**src/include/tmcr_defines.svh**
```systemverilog
`ifndef TMCR_DEFINES_SVH
`define TMCR_DEFINES_SVH

// Register offsets
`define TMCR_ADDR_TEST 8'h6F
`define TMCR_ADDR_OFS_R1 8'h70
`define TMCR_ADDR_OFS_LOC 8'h71
`define TMCR_ADDR_OFS_R2 8'h72
`define TMCR_ADDR_CFG2 8'h73
`define TMCR_ADDR_CHSEL 8'h55

// Reset values
`define TMCR_RST_TEST 8'h00
`define TMCR_RST_OFS 8'h00
`define TMCR_RST_CFG2 8'h00

// Field positions in the second configuration, test and channel select registers
`define TMCR_BIT_DETECT_EN 0
`define TMCR_BIT_FAN1 1
`define TMCR_BIT_FAN3 3
`define TMCR_BIT_AVG_OFF 4
`define TMCR_BIT_BYPASS 5
`define TMCR_BIT_SINGLE 6
`define TMCR_BIT_HALT 7
`define TMCR_BIT_TEST_EN 0
`define TMCR_CHSEL_HI 7
`define TMCR_CHSEL_LO 5

`endif

```
**src/include/tmcr_pkg.sv**
```systemverilog
`default_nettype none
package tmcr_pkg;
	// Input selected in single-channel mode
	typedef enum logic [2:0] {
		TMCR_CH_RSV0 = 3'b000,
		TMCR_CH_CORE = 3'b001,
		TMCR_CH_SUPPLY = 3'b010,
		TMCR_CH_RSV3 = 3'b011,
		TMCR_CH_RSV4 = 3'b100,
		TMCR_CH_REMOTE1 = 3'b101,
		TMCR_CH_LOCAL = 3'b110,
		TMCR_CH_REMOTE2 = 3'b111
	} tmcr_chan_e;

	// Conversion sequencer state
	typedef enum logic [1:0] {
		TMCR_SEQ_IDLE = 2'b00,
		TMCR_SEQ_CONVERT = 2'b01,
		TMCR_SEQ_HALT = 2'b10
	} tmcr_seq_e;
endpackage : tmcr_pkg
`default_nettype wire

```
**src/tmcr_temp_adjust.sv**
```systemverilog
`timescale 1ns/1ps
`default_nettype none
// Adds a signed half-degree offset to a raw temperature result, saturating
module tmcr_temp_adjust #(
	parameter int RESULT_W = 10
) (
	input wire logic mclk_in,
	input wire logic reset_n_in,
	input wire logic valid_in,
	input wire logic [RESULT_W-1:0] raw_in,
	input wire logic [7:0] offset_in,
	output logic [RESULT_W-1:0] adjusted_out,
	output logic valid_out
);
	// ********************
	// Parameter check
	// ********************
	initial begin
		if (RESULT_W < 9) begin
			$error("RESULT_W must be at least 9");
		end
	end

	typedef struct packed {
		logic [RESULT_W-1:0] result;
		logic valid;
	} tmcr_adj_s;

	tmcr_adj_s state_q;
	tmcr_adj_s state_d;
	logic signed [RESULT_W+1:0] sum;

	// ********************
	// Offset addition
	// ********************
	// Result LSB is a quarter degree, offset LSB a half degree
	always_comb begin
		sum = $signed({2'b00, raw_in}) + ($signed({{(RESULT_W-8){offset_in[7]}}, offset_in, 1'b0}));
		state_d = state_q;
		state_d.valid = valid_in;
		if (valid_in) begin
			if (sum < 0) begin
				state_d.result = '0;
			end else if (sum[RESULT_W]) begin
				state_d.result = '1;
			end else begin
				state_d.result = sum[RESULT_W-1:0];
			end
		end
	end

	// State register
	always_ff @(posedge mclk_in or negedge reset_n_in) begin
		if (!reset_n_in) begin
			state_q <= '0;
		end else begin
			state_q <= state_d;
		end
	end

	assign adjusted_out = state_q.result;
	assign valid_out = state_q.valid;
endmodule : tmcr_temp_adjust
`default_nettype wire

```
**src/tmcr_config_regs.sv**
```systemverilog
// Contract
// (RQ1) Test enable bit 0 set enters board test mode; cleared returns normal.
// (RQ2) Host never writes test enable bits 7 to 1.
// (RQ3) Lock set makes test, offsets and config two read-only.
// (RQ4) Remote one offset, signed half degrees, added to every remote one result.
// (RQ5) Local offset, signed half degrees, added to every local result.
// (RQ6) Remote two offset, signed half degrees, added to every remote two result.
// (RQ7) Detect enable bit 0 makes bits 3 to 1 report four-wire fans.
// (RQ8) Bits 1 to 3 are read-only four-wire flags for fans one to three.
// (RQ9) Config bit 4 turns averaging off.
// (RQ10) Config bit 5 bypasses the core voltage input divider.
// (RQ11) Config bit 6 converts one selected input repeatedly.
// (RQ12) Selector bits 7 to 5 pick core, supply, remote one, local, remote two.
// (RQ13) Config bit 7 halts: all fan drives go to fan-off level per polarity.
// (RQ14) Reserved selector code performs no conversion, results stay unchanged.
`timescale 1ns/1ps
`default_nettype none
`include "tmcr_defines.svh"
module tmcr_config_regs #(
	parameter int RESULT_W = 10,
	parameter int FAN_COUNT = 3
) (
	input wire logic mclk_in,
	input wire logic reset_n_in,
	input wire logic [7:0] reg_addr_in,
	input wire logic [7:0] reg_wdata_in,
	input wire logic reg_write_in,
	output logic [7:0] reg_rdata_out,
	input wire logic config_lock_in,
	input wire logic [2:0] channel_select_in,
	input wire logic [FAN_COUNT-1:0] four_wire_sense_in,
	input wire logic drive_polarity_invert_in,
	input wire logic [FAN_COUNT-1:0] fan_drive_in,
	output logic [FAN_COUNT-1:0] fan_drive_out,
	input wire logic single_channel_convert_done_in,
	input wire tmcr_pkg::tmcr_chan_e single_channel_convert_chan_in,
	input wire logic [RESULT_W-1:0] single_channel_convert_raw_in,
	output logic [RESULT_W-1:0] remote_one_temp_out,
	output logic [RESULT_W-1:0] local_temp_out,
	output logic [RESULT_W-1:0] remote_two_temp_out,
	output logic [RESULT_W-1:0] core_voltage_out,
	output logic [RESULT_W-1:0] supply_voltage_out,
	output logic single_channel_convert_start_out,
	output tmcr_pkg::tmcr_chan_e single_channel_convert_chan_out,
	output logic board_test_mode_enable_out,
	output logic averaging_disable_out,
	output logic core_input_divider_bypass_out,
	output logic single_channel_convert_out,
	output logic fan_halt_request_out
);
	import tmcr_pkg::*;

	// ********************
	// Parameter check
	// ********************
	initial begin
		if (FAN_COUNT != 3) begin
			$error("FAN_COUNT must be 3");
		end
		if (RESULT_W < 9 || RESULT_W > 16) begin
			$error("RESULT_W must lie in 9..16");
		end
	end

	// ********************
	// State
	// ********************
	typedef struct packed {
		logic test_en;
		logic [7:0] ofs_r1;
		logic [7:0] ofs_loc;
		logic [7:0] ofs_r2;
		logic [7:0] cfg2;
		logic [FAN_COUNT-1:0] sense_meta;
		logic [FAN_COUNT-1:0] sense_sync;
		logic [FAN_COUNT-1:0] fan_drive;
		logic [7:0] rdata;
		tmcr_seq_e seq;
		tmcr_chan_e chan;
		logic start;
		logic [RESULT_W-1:0] res_core;
		logic [RESULT_W-1:0] res_supply;
	} tmcr_regs_s;

	tmcr_regs_s state_q;
	tmcr_regs_s state_d;

	logic [RESULT_W-1:0] adj_r1;
	logic [RESULT_W-1:0] adj_loc;
	logic [RESULT_W-1:0] adj_r2;
	logic adj_r1_valid;
	logic adj_loc_valid;
	logic adj_r2_valid;
	logic [RESULT_W-1:0] res_r1_q;
	logic [RESULT_W-1:0] res_loc_q;
	logic [RESULT_W-1:0] res_r2_q;

	// Reserved selector codes name no input
	function automatic logic chan_is_real(input tmcr_chan_e ch);
		chan_is_real = (ch == TMCR_CH_CORE) || (ch == TMCR_CH_SUPPLY) ||
			(ch == TMCR_CH_REMOTE1) || (ch == TMCR_CH_LOCAL) || (ch == TMCR_CH_REMOTE2);
	endfunction : chan_is_real

	// Next channel in the scan order
	function automatic tmcr_chan_e chan_next(input tmcr_chan_e ch);
		case (ch)
			TMCR_CH_CORE: chan_next = TMCR_CH_SUPPLY;
			TMCR_CH_SUPPLY: chan_next = TMCR_CH_REMOTE1;
			TMCR_CH_REMOTE1: chan_next = TMCR_CH_LOCAL;
			TMCR_CH_LOCAL: chan_next = TMCR_CH_REMOTE2;
			default: chan_next = TMCR_CH_CORE;
		endcase
	endfunction : chan_next

	// ********************
	// Next state
	// ********************
	always_comb begin
		state_d = state_q;
		state_d.start = 1'b0;
		// Two-stage synchroniser for the fan sense pins
		state_d.sense_meta = four_wire_sense_in;
		state_d.sense_sync = state_q.sense_meta;

		// Register writes
		// (RQ3) lock blocks writes
		if (reg_write_in && !config_lock_in) begin
			if (reg_addr_in == `TMCR_ADDR_TEST) begin
				// (RQ1) test mode bit
				state_d.test_en = reg_wdata_in[`TMCR_BIT_TEST_EN];
			end else if (reg_addr_in == `TMCR_ADDR_OFS_R1) begin
				state_d.ofs_r1 = reg_wdata_in;
			end else if (reg_addr_in == `TMCR_ADDR_OFS_LOC) begin
				state_d.ofs_loc = reg_wdata_in;
			end else if (reg_addr_in == `TMCR_ADDR_OFS_R2) begin
				state_d.ofs_r2 = reg_wdata_in;
			end else if (reg_addr_in == `TMCR_ADDR_CFG2) begin
				// (RQ8) fan flags not writable
				state_d.cfg2 = reg_wdata_in;
				state_d.cfg2[`TMCR_BIT_FAN3:`TMCR_BIT_FAN1] = 3'h0;
			end
		end

		// (RQ7) flags follow sensing when enabled
		if (state_d.cfg2[`TMCR_BIT_DETECT_EN]) begin
			state_d.cfg2[`TMCR_BIT_FAN3:`TMCR_BIT_FAN1] = state_q.sense_sync;
		end else begin
			state_d.cfg2[`TMCR_BIT_FAN3:`TMCR_BIT_FAN1] = 3'h0;
		end

		// Fan drive outputs
		// (RQ13) halt forces fan-off level
		if (state_q.cfg2[`TMCR_BIT_HALT]) begin
			state_d.fan_drive = {FAN_COUNT{drive_polarity_invert_in}};
		end else begin
			state_d.fan_drive = fan_drive_in;
		end

		// Conversion sequencer
		case (state_q.seq)
			TMCR_SEQ_IDLE: begin
				if (state_q.cfg2[`TMCR_BIT_HALT]) begin
					state_d.seq = TMCR_SEQ_HALT;
				end else if (state_q.cfg2[`TMCR_BIT_SINGLE]) begin
					// (RQ11) (RQ12) single input repeatedly
					state_d.chan = tmcr_chan_e'(channel_select_in);
					// (RQ14) reserved code waits
					if (chan_is_real(tmcr_chan_e'(channel_select_in))) begin
						state_d.start = 1'b1;
						state_d.seq = TMCR_SEQ_CONVERT;
					end
				end else begin
					// (RQ14) scan skips reserved codes
					if (!chan_is_real(state_q.chan)) begin
						state_d.chan = TMCR_CH_CORE;
					end
					state_d.start = 1'b1;
					state_d.seq = TMCR_SEQ_CONVERT;
				end
			end
			TMCR_SEQ_CONVERT: begin
				if (single_channel_convert_done_in) begin
					if (single_channel_convert_chan_in == TMCR_CH_CORE) begin
						state_d.res_core = single_channel_convert_raw_in;
					end else if (single_channel_convert_chan_in == TMCR_CH_SUPPLY) begin
						state_d.res_supply = single_channel_convert_raw_in;
					end
					if (!state_q.cfg2[`TMCR_BIT_SINGLE]) begin
						state_d.chan = chan_next(state_q.chan);
					end
					state_d.seq = TMCR_SEQ_IDLE;
				end
			end
			TMCR_SEQ_HALT: begin
				if (!state_q.cfg2[`TMCR_BIT_HALT]) begin
					state_d.seq = TMCR_SEQ_IDLE;
				end
			end
			default: begin
				state_d.seq = TMCR_SEQ_IDLE;
			end
		endcase

		// Read data register
		if (reg_addr_in == `TMCR_ADDR_TEST) begin
			state_d.rdata = {7'h00, state_q.test_en};
		end else if (reg_addr_in == `TMCR_ADDR_OFS_R1) begin
			state_d.rdata = state_q.ofs_r1;
		end else if (reg_addr_in == `TMCR_ADDR_OFS_LOC) begin
			state_d.rdata = state_q.ofs_loc;
		end else if (reg_addr_in == `TMCR_ADDR_OFS_R2) begin
			state_d.rdata = state_q.ofs_r2;
		end else if (reg_addr_in == `TMCR_ADDR_CFG2) begin
			state_d.rdata = state_q.cfg2;
		end else begin
			state_d.rdata = 8'h00;
		end
	end

	// State register
	always_ff @(posedge mclk_in or negedge reset_n_in) begin
		if (!reset_n_in) begin
			state_q <= '0;
			state_q.test_en <= 1'b0;
			state_q.ofs_r1 <= `TMCR_RST_OFS;
			state_q.ofs_loc <= `TMCR_RST_OFS;
			state_q.ofs_r2 <= `TMCR_RST_OFS;
			state_q.cfg2 <= `TMCR_RST_CFG2;
			state_q.seq <= TMCR_SEQ_IDLE;
			state_q.chan <= TMCR_CH_CORE;
		end else begin
			state_q <= state_d;
		end
	end

	// ********************
	// Offset correction
	// ********************
	// (RQ4) remote one offset
	tmcr_temp_adjust #(.RESULT_W(RESULT_W)) u_adj_r1 (
		.mclk_in(mclk_in),
		.reset_n_in(reset_n_in),
		.valid_in(state_q.seq == TMCR_SEQ_CONVERT && single_channel_convert_done_in && single_channel_convert_chan_in == TMCR_CH_REMOTE1),
		.raw_in(single_channel_convert_raw_in),
		.offset_in(state_q.ofs_r1),
		.adjusted_out(adj_r1),
		.valid_out(adj_r1_valid)
	);

	// (RQ5) local offset
	tmcr_temp_adjust #(.RESULT_W(RESULT_W)) u_adj_loc (
		.mclk_in(mclk_in),
		.reset_n_in(reset_n_in),
		.valid_in(state_q.seq == TMCR_SEQ_CONVERT && single_channel_convert_done_in && single_channel_convert_chan_in == TMCR_CH_LOCAL),
		.raw_in(single_channel_convert_raw_in),
		.offset_in(state_q.ofs_loc),
		.adjusted_out(adj_loc),
		.valid_out(adj_loc_valid)
	);

	// (RQ6) remote two offset
	tmcr_temp_adjust #(.RESULT_W(RESULT_W)) u_adj_r2 (
		.mclk_in(mclk_in),
		.reset_n_in(reset_n_in),
		.valid_in(state_q.seq == TMCR_SEQ_CONVERT && single_channel_convert_done_in && single_channel_convert_chan_in == TMCR_CH_REMOTE2),
		.raw_in(single_channel_convert_raw_in),
		.offset_in(state_q.ofs_r2),
		.adjusted_out(adj_r2),
		.valid_out(adj_r2_valid)
	);

	// Corrected temperature results held until next conversion
	always_ff @(posedge mclk_in or negedge reset_n_in) begin
		if (!reset_n_in) begin
			res_r1_q <= '0;
			res_loc_q <= '0;
			res_r2_q <= '0;
		end else begin
			if (adj_r1_valid) begin
				res_r1_q <= adj_r1;
			end
			if (adj_loc_valid) begin
				res_loc_q <= adj_loc;
			end
			if (adj_r2_valid) begin
				res_r2_q <= adj_r2;
			end
		end
	end

	// ********************
	// Outputs
	// ********************
	assign reg_rdata_out = state_q.rdata;
	assign fan_drive_out = state_q.fan_drive;
	assign remote_one_temp_out = res_r1_q;
	assign local_temp_out = res_loc_q;
	assign remote_two_temp_out = res_r2_q;
	assign core_voltage_out = state_q.res_core;
	assign supply_voltage_out = state_q.res_supply;
	assign single_channel_convert_start_out = state_q.start;
	assign single_channel_convert_chan_out = state_q.chan;
	assign board_test_mode_enable_out = state_q.test_en;
	// (RQ9) averaging off
	assign averaging_disable_out = state_q.cfg2[`TMCR_BIT_AVG_OFF];
	// (RQ10) divider bypass
	assign core_input_divider_bypass_out = state_q.cfg2[`TMCR_BIT_BYPASS];
	assign single_channel_convert_out = state_q.cfg2[`TMCR_BIT_SINGLE];
	assign fan_halt_request_out = state_q.cfg2[`TMCR_BIT_HALT];
endmodule : tmcr_config_regs
`default_nettype wire

```
**config.mk**
```make
export PLATFORM = sky130hd
export DESIGN_NAME = tmcr_config_regs
export DESIGN_NICKNAME = d
export VERILOG_FILES = /design/src/include/tmcr_pkg.sv /design/src/tmcr_temp_adjust.sv /design/src/tmcr_config_regs.sv
export VERILOG_INCLUDE_DIRS = /design/src /design/src/include
export SDC_FILE = /design/constraint.sdc
export NUM_CORES = 1
export LEC_CHECK = 0
export ABC_CLOCK_PERIOD_IN_PS = 5900
export BUFFER_PORTS_ARGS = -buffer_cell sky130_fd_sc_hd__buf_2
export CAP_MARGIN = 20
export CORE_MARGIN = 8
export CORE_UTILIZATION = 43
export CTS_CLUSTER_SIZE = 24
export DETAILED_ROUTE_END_ITERATION = 7
export PLACE_DENSITY = 0.73
export SETUP_SLACK_MARGIN = 0.02
export SLEW_MARGIN = 20
export SYNTH_ARGS = -nofsm -noshare
export SYNTH_HDL_FRONTEND = slang
export SYNTH_SLANG_ARGS = --single-unit
```
**constraint.sdc**
```tcl
create_clock -name mclk_in -period 5.9 [get_ports mclk_in]
set_input_delay 0.295 -clock mclk_in [delete_from_list [all_inputs] [get_ports mclk_in]]
set_output_delay 0.295 -clock mclk_in [all_outputs]
set_load 0.005 [all_outputs]
```
==> results of run 1 <==
-- final cells by class --
type | instances | area (µm²) | area share
clock buffer | 18 | 429.2 | 0.05164
clock inverter | 14 | 182.7 | 0.02198
inverter | 23 | 86.33 | 0.01039
multi-input combinational | 416 | 3233 | 0.3890
sequential | 139 | 3480 | 0.4187
tap | 220 | 275.3 | 0.03312
timing repair buffer | 119 | 624.3 | 0.07513
-- sequential cells by signal (all words and copies together) (netlist names), 3 cells and up --
signal                           cells
core_voltage_out                    10
fan_drive_out                        3
local_temp_out                      10
reg_rdata_out                        8
remote_one_temp_out                 10
remote_two_temp_out                 10
single_channel_convert_chan_out      3
state_d                              3
state_q                             33
supply_voltage_out                  10
u_adj_loc.adjusted_out              10
u_adj_r1.adjusted_out               10
u_adj_r2.adjusted_out               10
-- worst max-delay path: cells and delay by family (launching register included) --
kind	cells	cell delay, ps
AOI/OAI and AO/OA	2	1000
DFF	1	400
and+or+nand+nor	4	1070
adders and majority gates	1	350
-- per-stage QoR --
| stage | std cells | setup slack (ps) |
|---|---|---|
| global placement | 912 | 3112 |
| global route | 949 | 2698 |
| floorplan | 630 | 3474 |
| finish | 949 | 2982 |
| CTS | 949 | 3018 |
| detailed placement | 913 | 2920 |
-- power groups by stage --
stage	sequential, µW	combinational (µW)	clock [µW]
after floorplan	1380	471	0
after global placement	1420	651	0
after detailed placement	1430	670	0
after CTS	1420	674	1130
after global routing	1450	743	1170
final	1410	656	1100
-- routing by layer --
layer | GRT usage | vias up
met5 | 0 | -
met3 | 0.05020 | 23
met1 | 0.2202 | 2383
li1 | - | 2358
met4 | 0.05093 | 2
met2 | 0.2611 | 113
-- cells in the final DEF, fill, tap and decap left out, types with 8 or more instances in the layout --
cell type  Yosys  final
a21o_1        13     13
a21oi_1       28     28
buf_2          1    113
clkbuf_16      0     17
dfrtp_1      138    138
ha_1          31     31
inv_1         23     23
mux2_2        66     66
mux2_4         8      8
mux4_2         8      8
nand2_1       43     43
nand2b_1      14     14
nor2_1        44     44
nor2b_1       11     11
nor3_1         9      9
o21ai_0       49     49
xnor2_1       18     18
-- cell families (layout without fill, tap and decap cells) --
group / Yosys count / after routing / share of synthesized area
buffers and inverters: 75 / 174 / 0.05964
and+or+nand+nor: 161 / 161 / 0.1170
adders and majority gates: 34 / 34 / 0.06280
AOI/OAI and AO/OA: 117 / 117 / 0.09876
xor gates and xnor gates: 18 / 18 / 0.02210
muxes: 86 / 86 / 0.1519
DFF: 139 / 139 / 0.4878
-- path summary, 6_finish.rpt --
path | endpoint | cells after the start | start
max in group asynchronous | core_voltage_out[1]$_DFFE_PN0P_ | 3 | reset_n_in
worst min-delay path | fan_drive_out[0]$_DFF_PN0_ | 3 | fan_drive_in[0]
worst max-delay path | u_adj_loc.adjusted_out[4]$_DFFE_PN0P_ | 7 | state_q[62]$_DFFE_PN0P_
min in group asynchronous | state_q[39]$_DFF_PN0_ | 2 | reset_n_in
worst max register to register | u_adj_loc.adjusted_out[4]$_DFFE_PN0P_ | 7 | state_q[62]$_DFFE_PN0P_
worst min register to register | state_q[38]$_DFF_PN0_ | 0 | state_d[38]$_DFF_PN0_
-- timing repair --
action | 4_1_cts | 5_1_grt
resized for setup | 0 | 0
hold buffers | 4 | 0
endpoints found under the hold margin | 69 | 0
setup endpoints to repair | 0 | 0
==> results.md, run 1 <==
- Clock Tree Buf Depth: 2
- Layout cells sized above 1: 0.3402
- Met1 WL: 7.421 mm
- Worst slew pin tran: between 900 and 1000 ps
- GR Overflow Total: 0
- Ys flop type: dfrtp_1
- Initial antenna violation count: 1
- Most common cell in the netlist: dfrtp_1
- Clock transition at the registers of the reported paths: 60 ps
- Vias in the first global route: roughly 5000
- Yosys top cell by area: dfrtp_1
- Int Pwr: approximately 2300 µW
- WP data arrival: between 3000 and 4000 ps
- Starting DRC count in detailed routing: roughly 270
- Lkg Pwr: between 0.004 and 0.005 µW
- Critical path class: flop to flop
- Post-synth EDFFs: 0
- Largest cells by area after synthesis: dfrtp_1, mux2_2, ha_1, buf_4, o21ai_0
- # clock sinks: ~140
- Outcome: finished clean
- CP Capture Type: flop
- Clock latency at the later pin of the worst-skew pair: about 430 ps
- Syn_nets: just over 700
- Residual DRC: 0
- Global-route wire length before repair: about 27 mm
- CP max stage cell: a2111oi_0
- CTS tree: done
- Gr usage total: 0.1676
- Switching power: around 900 µW
- Sw frac: 0.2849
- Crit path max fanout: 10
- CTS root buffer: clkbuf_16
- Post-CTS Setup Repair Bufs: 0
- Initial Utilization: 0.4348
- Fillers: around 1500
- Final #Nets: around 790
- MaxCap Viol Count: 0
- Layout Utilization: 0.5065
- Smallest hold slack: between 100 and 150 ps
- Metal3 WL: ~1.1 mm
- Hold WC Path Type: primary input to flop
- Total number of vias: 4879
- Peak VDD IR: about 200 µV
- Core area: about 16000 µm²
- Syn Area/Cell: about 11 µm²
- Die area: approximately 21000 µm²
- Syn Inst Count: 630
- CP Cell Sequence: ha_1 -> and3_1 -> a2111oi_0 -> nor3_1 -> nor3_2 -> nor2_1 -> o21ai_0
- Htree depth: 4
- Site row count: 47
- Global placer's final weighted congestion: roughly 0.9
- Clock network fraction of total power: 0.348
- Commonest cells post-synth: dfrtp_1, mux2_2, o21ai_0
- Netlist cell types: between 40 and 50
- Yosys reg bits: roughly 140
- PortBufs: roughly 110
- Number of antenna diodes: 0
- Logic pwr share: 0.207
- WP data required: roughly 6300 ps
- Ports: between 100 and 150
- Unrepaired setup endpoints after global routing: no
- Area growth syn-to-layout: 16.51%
- Post-Syn Area: a little over 7000 µm²
- Via-to-Cell Ratio: about 5
- Die width: 144.8 µm
- Dpl cell area: 7654 µm²
- Final Hold Vio Count: 0
- DP HPWL: between 10 and 15 mm
- DR WL/cell: around 17 µm
- Met2 WL: 7.647 mm
- Final setup TNS: 0 ps
- Total power: about 3200 µW
- Top Metal Used: met5
- Slowest cell delay on critical path: roughly 820 ps
- Power per cell area: approximately 380 nW/µm²
- Slew Limit Headroom: 0.3829
- Sequential share of power: 0.445
- Startpoint types: flop
- Post-synth top area share: 0.4841
- Async S/R FF share, synth: 1.000
- Pre-antenna DRT Iters: 4
- Min Tclk post-route: slightly below 3000 ps
- CTS buffer count: 17
- Period utilization: 0.4946
- Clock Skews: ~8.6 ps
- Antenna viol nets, final: 0
- Largest net degree at the start of global routing: 73
- Die H: 144.8 µm
- Final non-filler cell area: approximately 8300 µm²
- Final setup fails: 0
- Seq/Total Area, Yosys: 0.4878
- FF-to-FF setup slack: between 2000 and 3000 ps
- Warning count from the yosys run: 0
- WL final: between 15 and 20 mm
- FMAX: ~340 MHz
- Slew Limit Fails: 0
Note: power is estimated with default switching activity, not from simulation.
==> run 2, diff against run 1 <==
Settings changed: ABC_CLOCK_PERIOD_IN_PS 5900 to 2900.
Clock period 5.9 ns to 2.9 ns, I/O delays scaled along.
==> results.md, run 2 (synthesis results as in run 1) <==
- CP startpoint: state_q[62]$_DFFE_PN0P_
- CTS resizes: 0
- Die area: approximately 21000 µm²
- Final Hold Vio Count: 0
- FMAX: approximately 420 MHz
- Die H: between 100 and 150 µm
- Site row count: between 40 and 50
- Lkg Pwr: 0.004302 µW
- Total number of vias: a little under 5000
- Antenna viol nets, final: 0
- Clock Tree Buf Depth: 2
- Ports: ~110
- Layout cells sized above 1: 0.3405
- Final #Nets: about 810
- Vias in the first global route: between 5000 and 6000
- Most frequent cells in the layout: dfrtp_1, buf_2, mux2_2
- WP data arrival: between 2000 and 3000 ps
- Area growth syn-to-layout: 19.47%
- Number of antenna diodes: 0
- Post-CTS Hold Fix Bufs: 16
- Total power: 6497 µW
- WP data required: around 3200 ps
- Min Tclk post-route: around 2400 ps
- Reg with most FFs: state_q
- Layout Utilization: 0.5194
- Die width: around 140 µm
- Starting DRC count in detailed routing: roughly 210
- Gr usage total: 0.1643
- Clock transition at the registers of the reported paths: 60 ps
- CP Capture Type: flop
- Final setup TNS: 0 ps
- Pre-antenna DRT Iters: 4
- Hold_sp: reg_wdata_in[3]
- Largest net degree at the start of global routing: 74
- CTS root buffer: clkbuf_16
- Global-route wire length before repair: 26.28 mm
- PortBufs: approximately 110
- DR WL/cell: 16.81 µm
- Hold WC Path Type: primary input to flop
- MaxCap Viol Count: 0
- Clock Skews: around 9 ps
- Htree depth: 4
- GR Overflow Total: 0
- # clock sinks: between 100 and 150
- Outcome: finished clean
- Worst r2r src: state_q[62]$_DFFE_PN0P_
- Period utilization: 0.8221
- CTS buffer count: 17
- Residual DRC: 0
- Slew Limit Fails: 0
- Register area: 3480 µm²
- CTS tree: done
- Initial Utilization: 0.4348
- Non-Filler Instances: around 970
- Multi-input logic area: ~3200 µm²
- Slew Limit Headroom: 0.5745
- Peak VDD IR: between 400 and 500 µV
- Largest register FFs: 33
- Final setup fails: 0
- Startpoint types: flop
- Post-CTS Setup Repair Bufs: 0
- Dpl cell area: around 7700 µm²
- Most common cell after layout, fill and taps aside: dfrtp_1
- Inst Count DP: approximately 900
- Unrepaired setup endpoints after global routing: no
- Critical path class: flop to flop
- Power per cell area: about 760 nW/µm²
- Crit path max fanout: 10
- Fillers: around 1500
- Via-to-Cell Ratio: between 5 and 6
- WL final: 16.29 mm
- DP HPWL: 12.00 mm
- Initial antenna violation count: 0
- Worst slew pin tran: between 600 and 700 ps
- Core area: about 16000 µm²
- Global placer's final weighted congestion: about 0.88
- Final non-filler cell area: 8522 µm²
- Clock latency at the later pin of the worst-skew pair: 420 ps
run 2: cell types whose count changed in the layout (fill, tap and decap cells not counted), moves of 2 or more:
cell	previous run	this run
inv_6	5	2
buf_4	1	9
clkinv_4	2	4
dlygate4sd3_1	4	16
run 2: worst paths after layout:
check	slack [ps]	cells after the start	endpoint
worst max-delay path	520	9	u_adj_loc.adjusted_out[3]$_DFFE_PN0P_
worst min-delay path	20	2	state_q[62]$_DFFE_PN0P_
worst max register to register	520	9	u_adj_loc.adjusted_out[3]$_DFFE_PN0P_
worst min register to register	350	0	state_q[37]$_DFF_PN0_
max in group asynchronous	1800	3	single_channel_convert_chan_out[0]$_DFFE_PN1P_
min in group asynchronous	280	2	reg_rdata_out[2]$_DFF_PN0_
run 2: metrics by stage:
stage	setup slack (ps)	hold slack [ps]
CTS	533.0	0.3271
finish	515.8	17.24
global route	327.1	3.136
detailed placement	370.0	187.1
floorplan	473.6	-150.6
global placement	417.2	181.4
run 2: layout make-up:
class	instances	share of cell area
Clock inverter	13	0.02232
Multi-Input combinational cell	416	0.3788
Clock buffer	19	0.05197
Tap cell	220	0.03230
Timing Repair Buffer	139	0.09617
Inverter	23	0.01013
Sequential cell	139	0.4083
run 2: power breakdown:
| part | leakage [µW] | internal [µW] | switching [µW] |
|---|---|---|---|
| logic | 0.00220 | 734 | 618 |
| registers | 0.00180 | 2530 | 319 |
| clock network | 0.000308 | 1470 | 829 |
| total | 0.00430 | 4730 | 1770 |
run 2: worst max-delay path, stage by stage, from the launching register on:
cell	delay (ps)
dfrtp_1	410
ha_1	350
and3_1	200
a2111oi_0	390
buf_4	200
o211a_1	170
nor3_2	50
buf_4	170
a21oi_1	170
o21ai_0	140
run 2: metal layers:
layer	part of all wire	GRT usage	routed length, µm
met1	0.45	0.2113	7388
met2	0.48	0.2660	7772
met3	0.056	0.04068	907
met4	0.014	0.05367	220
met5	0	0	0
==> run 3, diff against run 2 <==
Settings changed: ABC_CLOCK_PERIOD_IN_PS 2900 to 1930, PLACE_DENSITY 0.73 to 0.76.
Clock period 2.9 ns to 1.93 ns, I/O delays scaled along.
==> results.md, run 3 (synthesis results as in run 1) <==
- Outcome: finished with violations
- Failing checks: negative setup slack
- Global placer's final weighted congestion: around 0.85
- Core area: between 15000 and 20000 µm²
- Number of antenna diodes: 0
- Clock transition at the registers of the reported paths: roughly 60 ps
- Die area: 20970 µm²
- Die H: approximately 140 µm
- Dpl cell area: 8574 µm²
- GR Overflow Total: 0
- Via-to-Cell Ratio: 5.050
- FF-to-FF path depth: 10
- Initial antenna violation count: 0
- Busiest grt layer: met2
- Critical R2R Capture: u_adj_r2.adjusted_out[1]$_DFFE_PN0P_
- WP data arrival: between 2000 and 2500 ps
- Power per cell area: 1035 nW/µm²
- DP HPWL: between 10 and 15 mm
- CP Cell Sequence: ha_2 -> inv_2 -> fa_2 -> nand2b_4 -> a21o_1 -> a21oi_2 -> a21oi_2 -> mux2i_4 -> buf_12 -> o21ai_2
- CP bufs+invs: 2
- Routing usage on met1: 0.2159
- # clock sinks: between 100 and 150
- Final Hold Vio Count: 0
- Worst slew pin tran: around 470 ps
- MaxCap Viol Count: 0
- Largest net degree at the start of global routing: 51
- Met3 GRT Util: 0.04495
- Reg with most FFs: state_q
- CP startpoint: state_q[51]$_DFFE_PN0P_
- Critical path class: flop to flop
- CP max stage cell: dfrtp_1
- Clock Tree Buf Depth: 2
- Int Pwr: about 7000 µW
- Layout cells sized above 1: 0.4875
- CP Depth: 10
- Hold WC Path Type: primary input to flop
- Startpoint types: flop
- Critical path's top delay family: compound AO/OA/AOI/OAI gates
- Htree depth: 4
- Slew Limit Fails: 0
- CTS tree: done
- Logic pwr share: 0.236
- Routing usage on met2: 0.2940
- Antenna viol nets, final: 0
- Slowest cell delay on critical path: slightly above 400 ps
- CP Capture Type: flop
- Clock Skews: just over 7 ps
- Starting DRC count in detailed routing: 216
- Final worst slack: -182.6 ps
- Ports: about 110
- PortBufs: 113
- Area growth syn-to-layout: 34.94%
- Unrepaired setup endpoints after global routing: yes
- WP data required: roughly 2300 ps
- WL final: approximately 17 mm
- CTS buffer count: 17
- Final #Nets: approximately 900
- Initial Utilization: 0.4348
- DR WL/cell: approximately 16 µm
- Peak VDD IR: 631.9 µV
- Die width: around 140 µm
- Switching power: roughly 2700 µW
- Final setup TNS: -4654 ps
- Vias in the first global route: between 5000 and 6000
- Pre-antenna DRT Iters: 4
- Most frequent cells in the layout: dfrtp_1, buf_2, buf_4
- Gr usage total: 0.1743
- Most common cell after layout, fill and taps aside: dfrtp_1
- Final non-filler cell area: 9625 µm²
- Most used cell, CP: a21oi_2
- Residual DRC: 0
- Slew Limit Headroom: 0.6890
- Global-route wire length before repair: roughly 28 mm
- Min Tclk post-route: approximately 2100 ps
- FF-to-FF setup slack: -180 ps
- Sw frac: 0.2756
- Total number of vias: approximately 5400
- Worst setup path end: u_adj_r2.adjusted_out[1]$_DFFE_PN0P_
- Sequential share of power: 0.430
- Clock network fraction of total power: 0.334
- Period utilization: 1.095
- FMAX: 473.3 MHz
- Largest register FFs: 33
- Crit path max fanout: 10
- Final setup fails: 30
- Clock latency at the later pin of the worst-skew pair: ~420 ps
- Site row count: 47
- Worst r2r src: state_q[51]$_DFFE_PN0P_
- CTS root buffer: clkbuf_16
- Lkg Pwr: about 0.0048 µW
[run 3: cell types whose count changed in the layout (fill, tap and decap cells not counted), moves of 6 or more]
cell and change:
ha_1 -7, a21oi_2 +6, nor3_1 -6, a21oi_1 -7, buf_4 +84, o21ai_1 +11, o21ai_0 -31, o21ai_2 +20
[run 3: cell type report]
type                       instances  area [µm²]
fill                            1349        6782
multi-input combinational        417        3605
sequential                       139        3480
timing repair buffer             232        1574
clock buffer                      20       466.7
tap                              220       275.3
clock inverter                    10       138.9
inverter                          23       86.33
[run 3: how the worst min path moves through the flow]
stage / depth (start not counted) / startpoint / endpoint / slack (ps)
6_report: 3 / channel_select_in[1] / single_channel_convert_chan_out[1]$_DFFE_PN0P_ / 20
5_1_grt: 2 / single_channel_convert_raw_in[7] / core_voltage_out[7]$_DFFE_PN0P_ / 20
4_1_cts: 3 / reg_wdata_in[0] / state_q[43]$_DFF_PN0_ / 8
3_5_place_dp: 1 / reset_n_in / core_voltage_out[9]$_DFFE_PN0P_ / 70
3_3_place_gp: 1 / reset_n_in / supply_voltage_out[9]$_DFFE_PN0P_ / 70
2_1_floorplan: 0 / reset_n_in / averaging_disable_out$_DFFE_PN0P_ / -200
[run 3: repair_timing]
| action | CTS | global route |
|---|---|---|
| pin swaps | 12 | 6 |
| hold buffers | 19 | 0 |
| endpoints found under the hold margin | 81 | 0 |
| buffers inserted | 10 | 5 |
| setup endpoints to repair | 30 | 38 |
| resized for setup | 22 | 19 |
| gates cloned | 1 | 0 |
[run 3: through the flow]
step | hold slack, ps | power [µW] | instances | util | worst slack (ps)
5_1_grt | 24.80 | 10570 | 1061 | 0.5867 | -272.7
3_3_place_gp | 65.90 | 6458 | 1000 | 0.5226 | -233.2
2_1_floorplan | -199.1 | 5740 | 630 | - | -215.3
6_report | 21.00 | 9961 | 1061 | 0.5867 | -182.6
3_5_place_dp | 68.99 | 6566 | 1000 | 0.5226 | -255.1
4_1_cts | 8.045 | 10040 | 1058 | 0.5811 | -133.7
[run 3: power groups by stage]
stage                     Clock [µW]  Sequential, µW  Combinational (µW)
final                           3320            4280                2350
after floorplan                    0            4230                1510
after CTS                       3420            4290                2330
after global placement             0            4290                2170
after global routing            3550            4400                2630
after detailed placement           0            4340                2230
[run 3: routing by layer]
layer,vias to the layer above,share of wire
li1,2562,-
met1,2651,0.43
met2,130,0.50
met3,15,0.058
met4,0,0.012
met5,-,0
[run 3: tightest hold or removal path, stage by stage]
cell and delay (ps):
buf_2 90, a21oi_1 60, o22ai_1 130
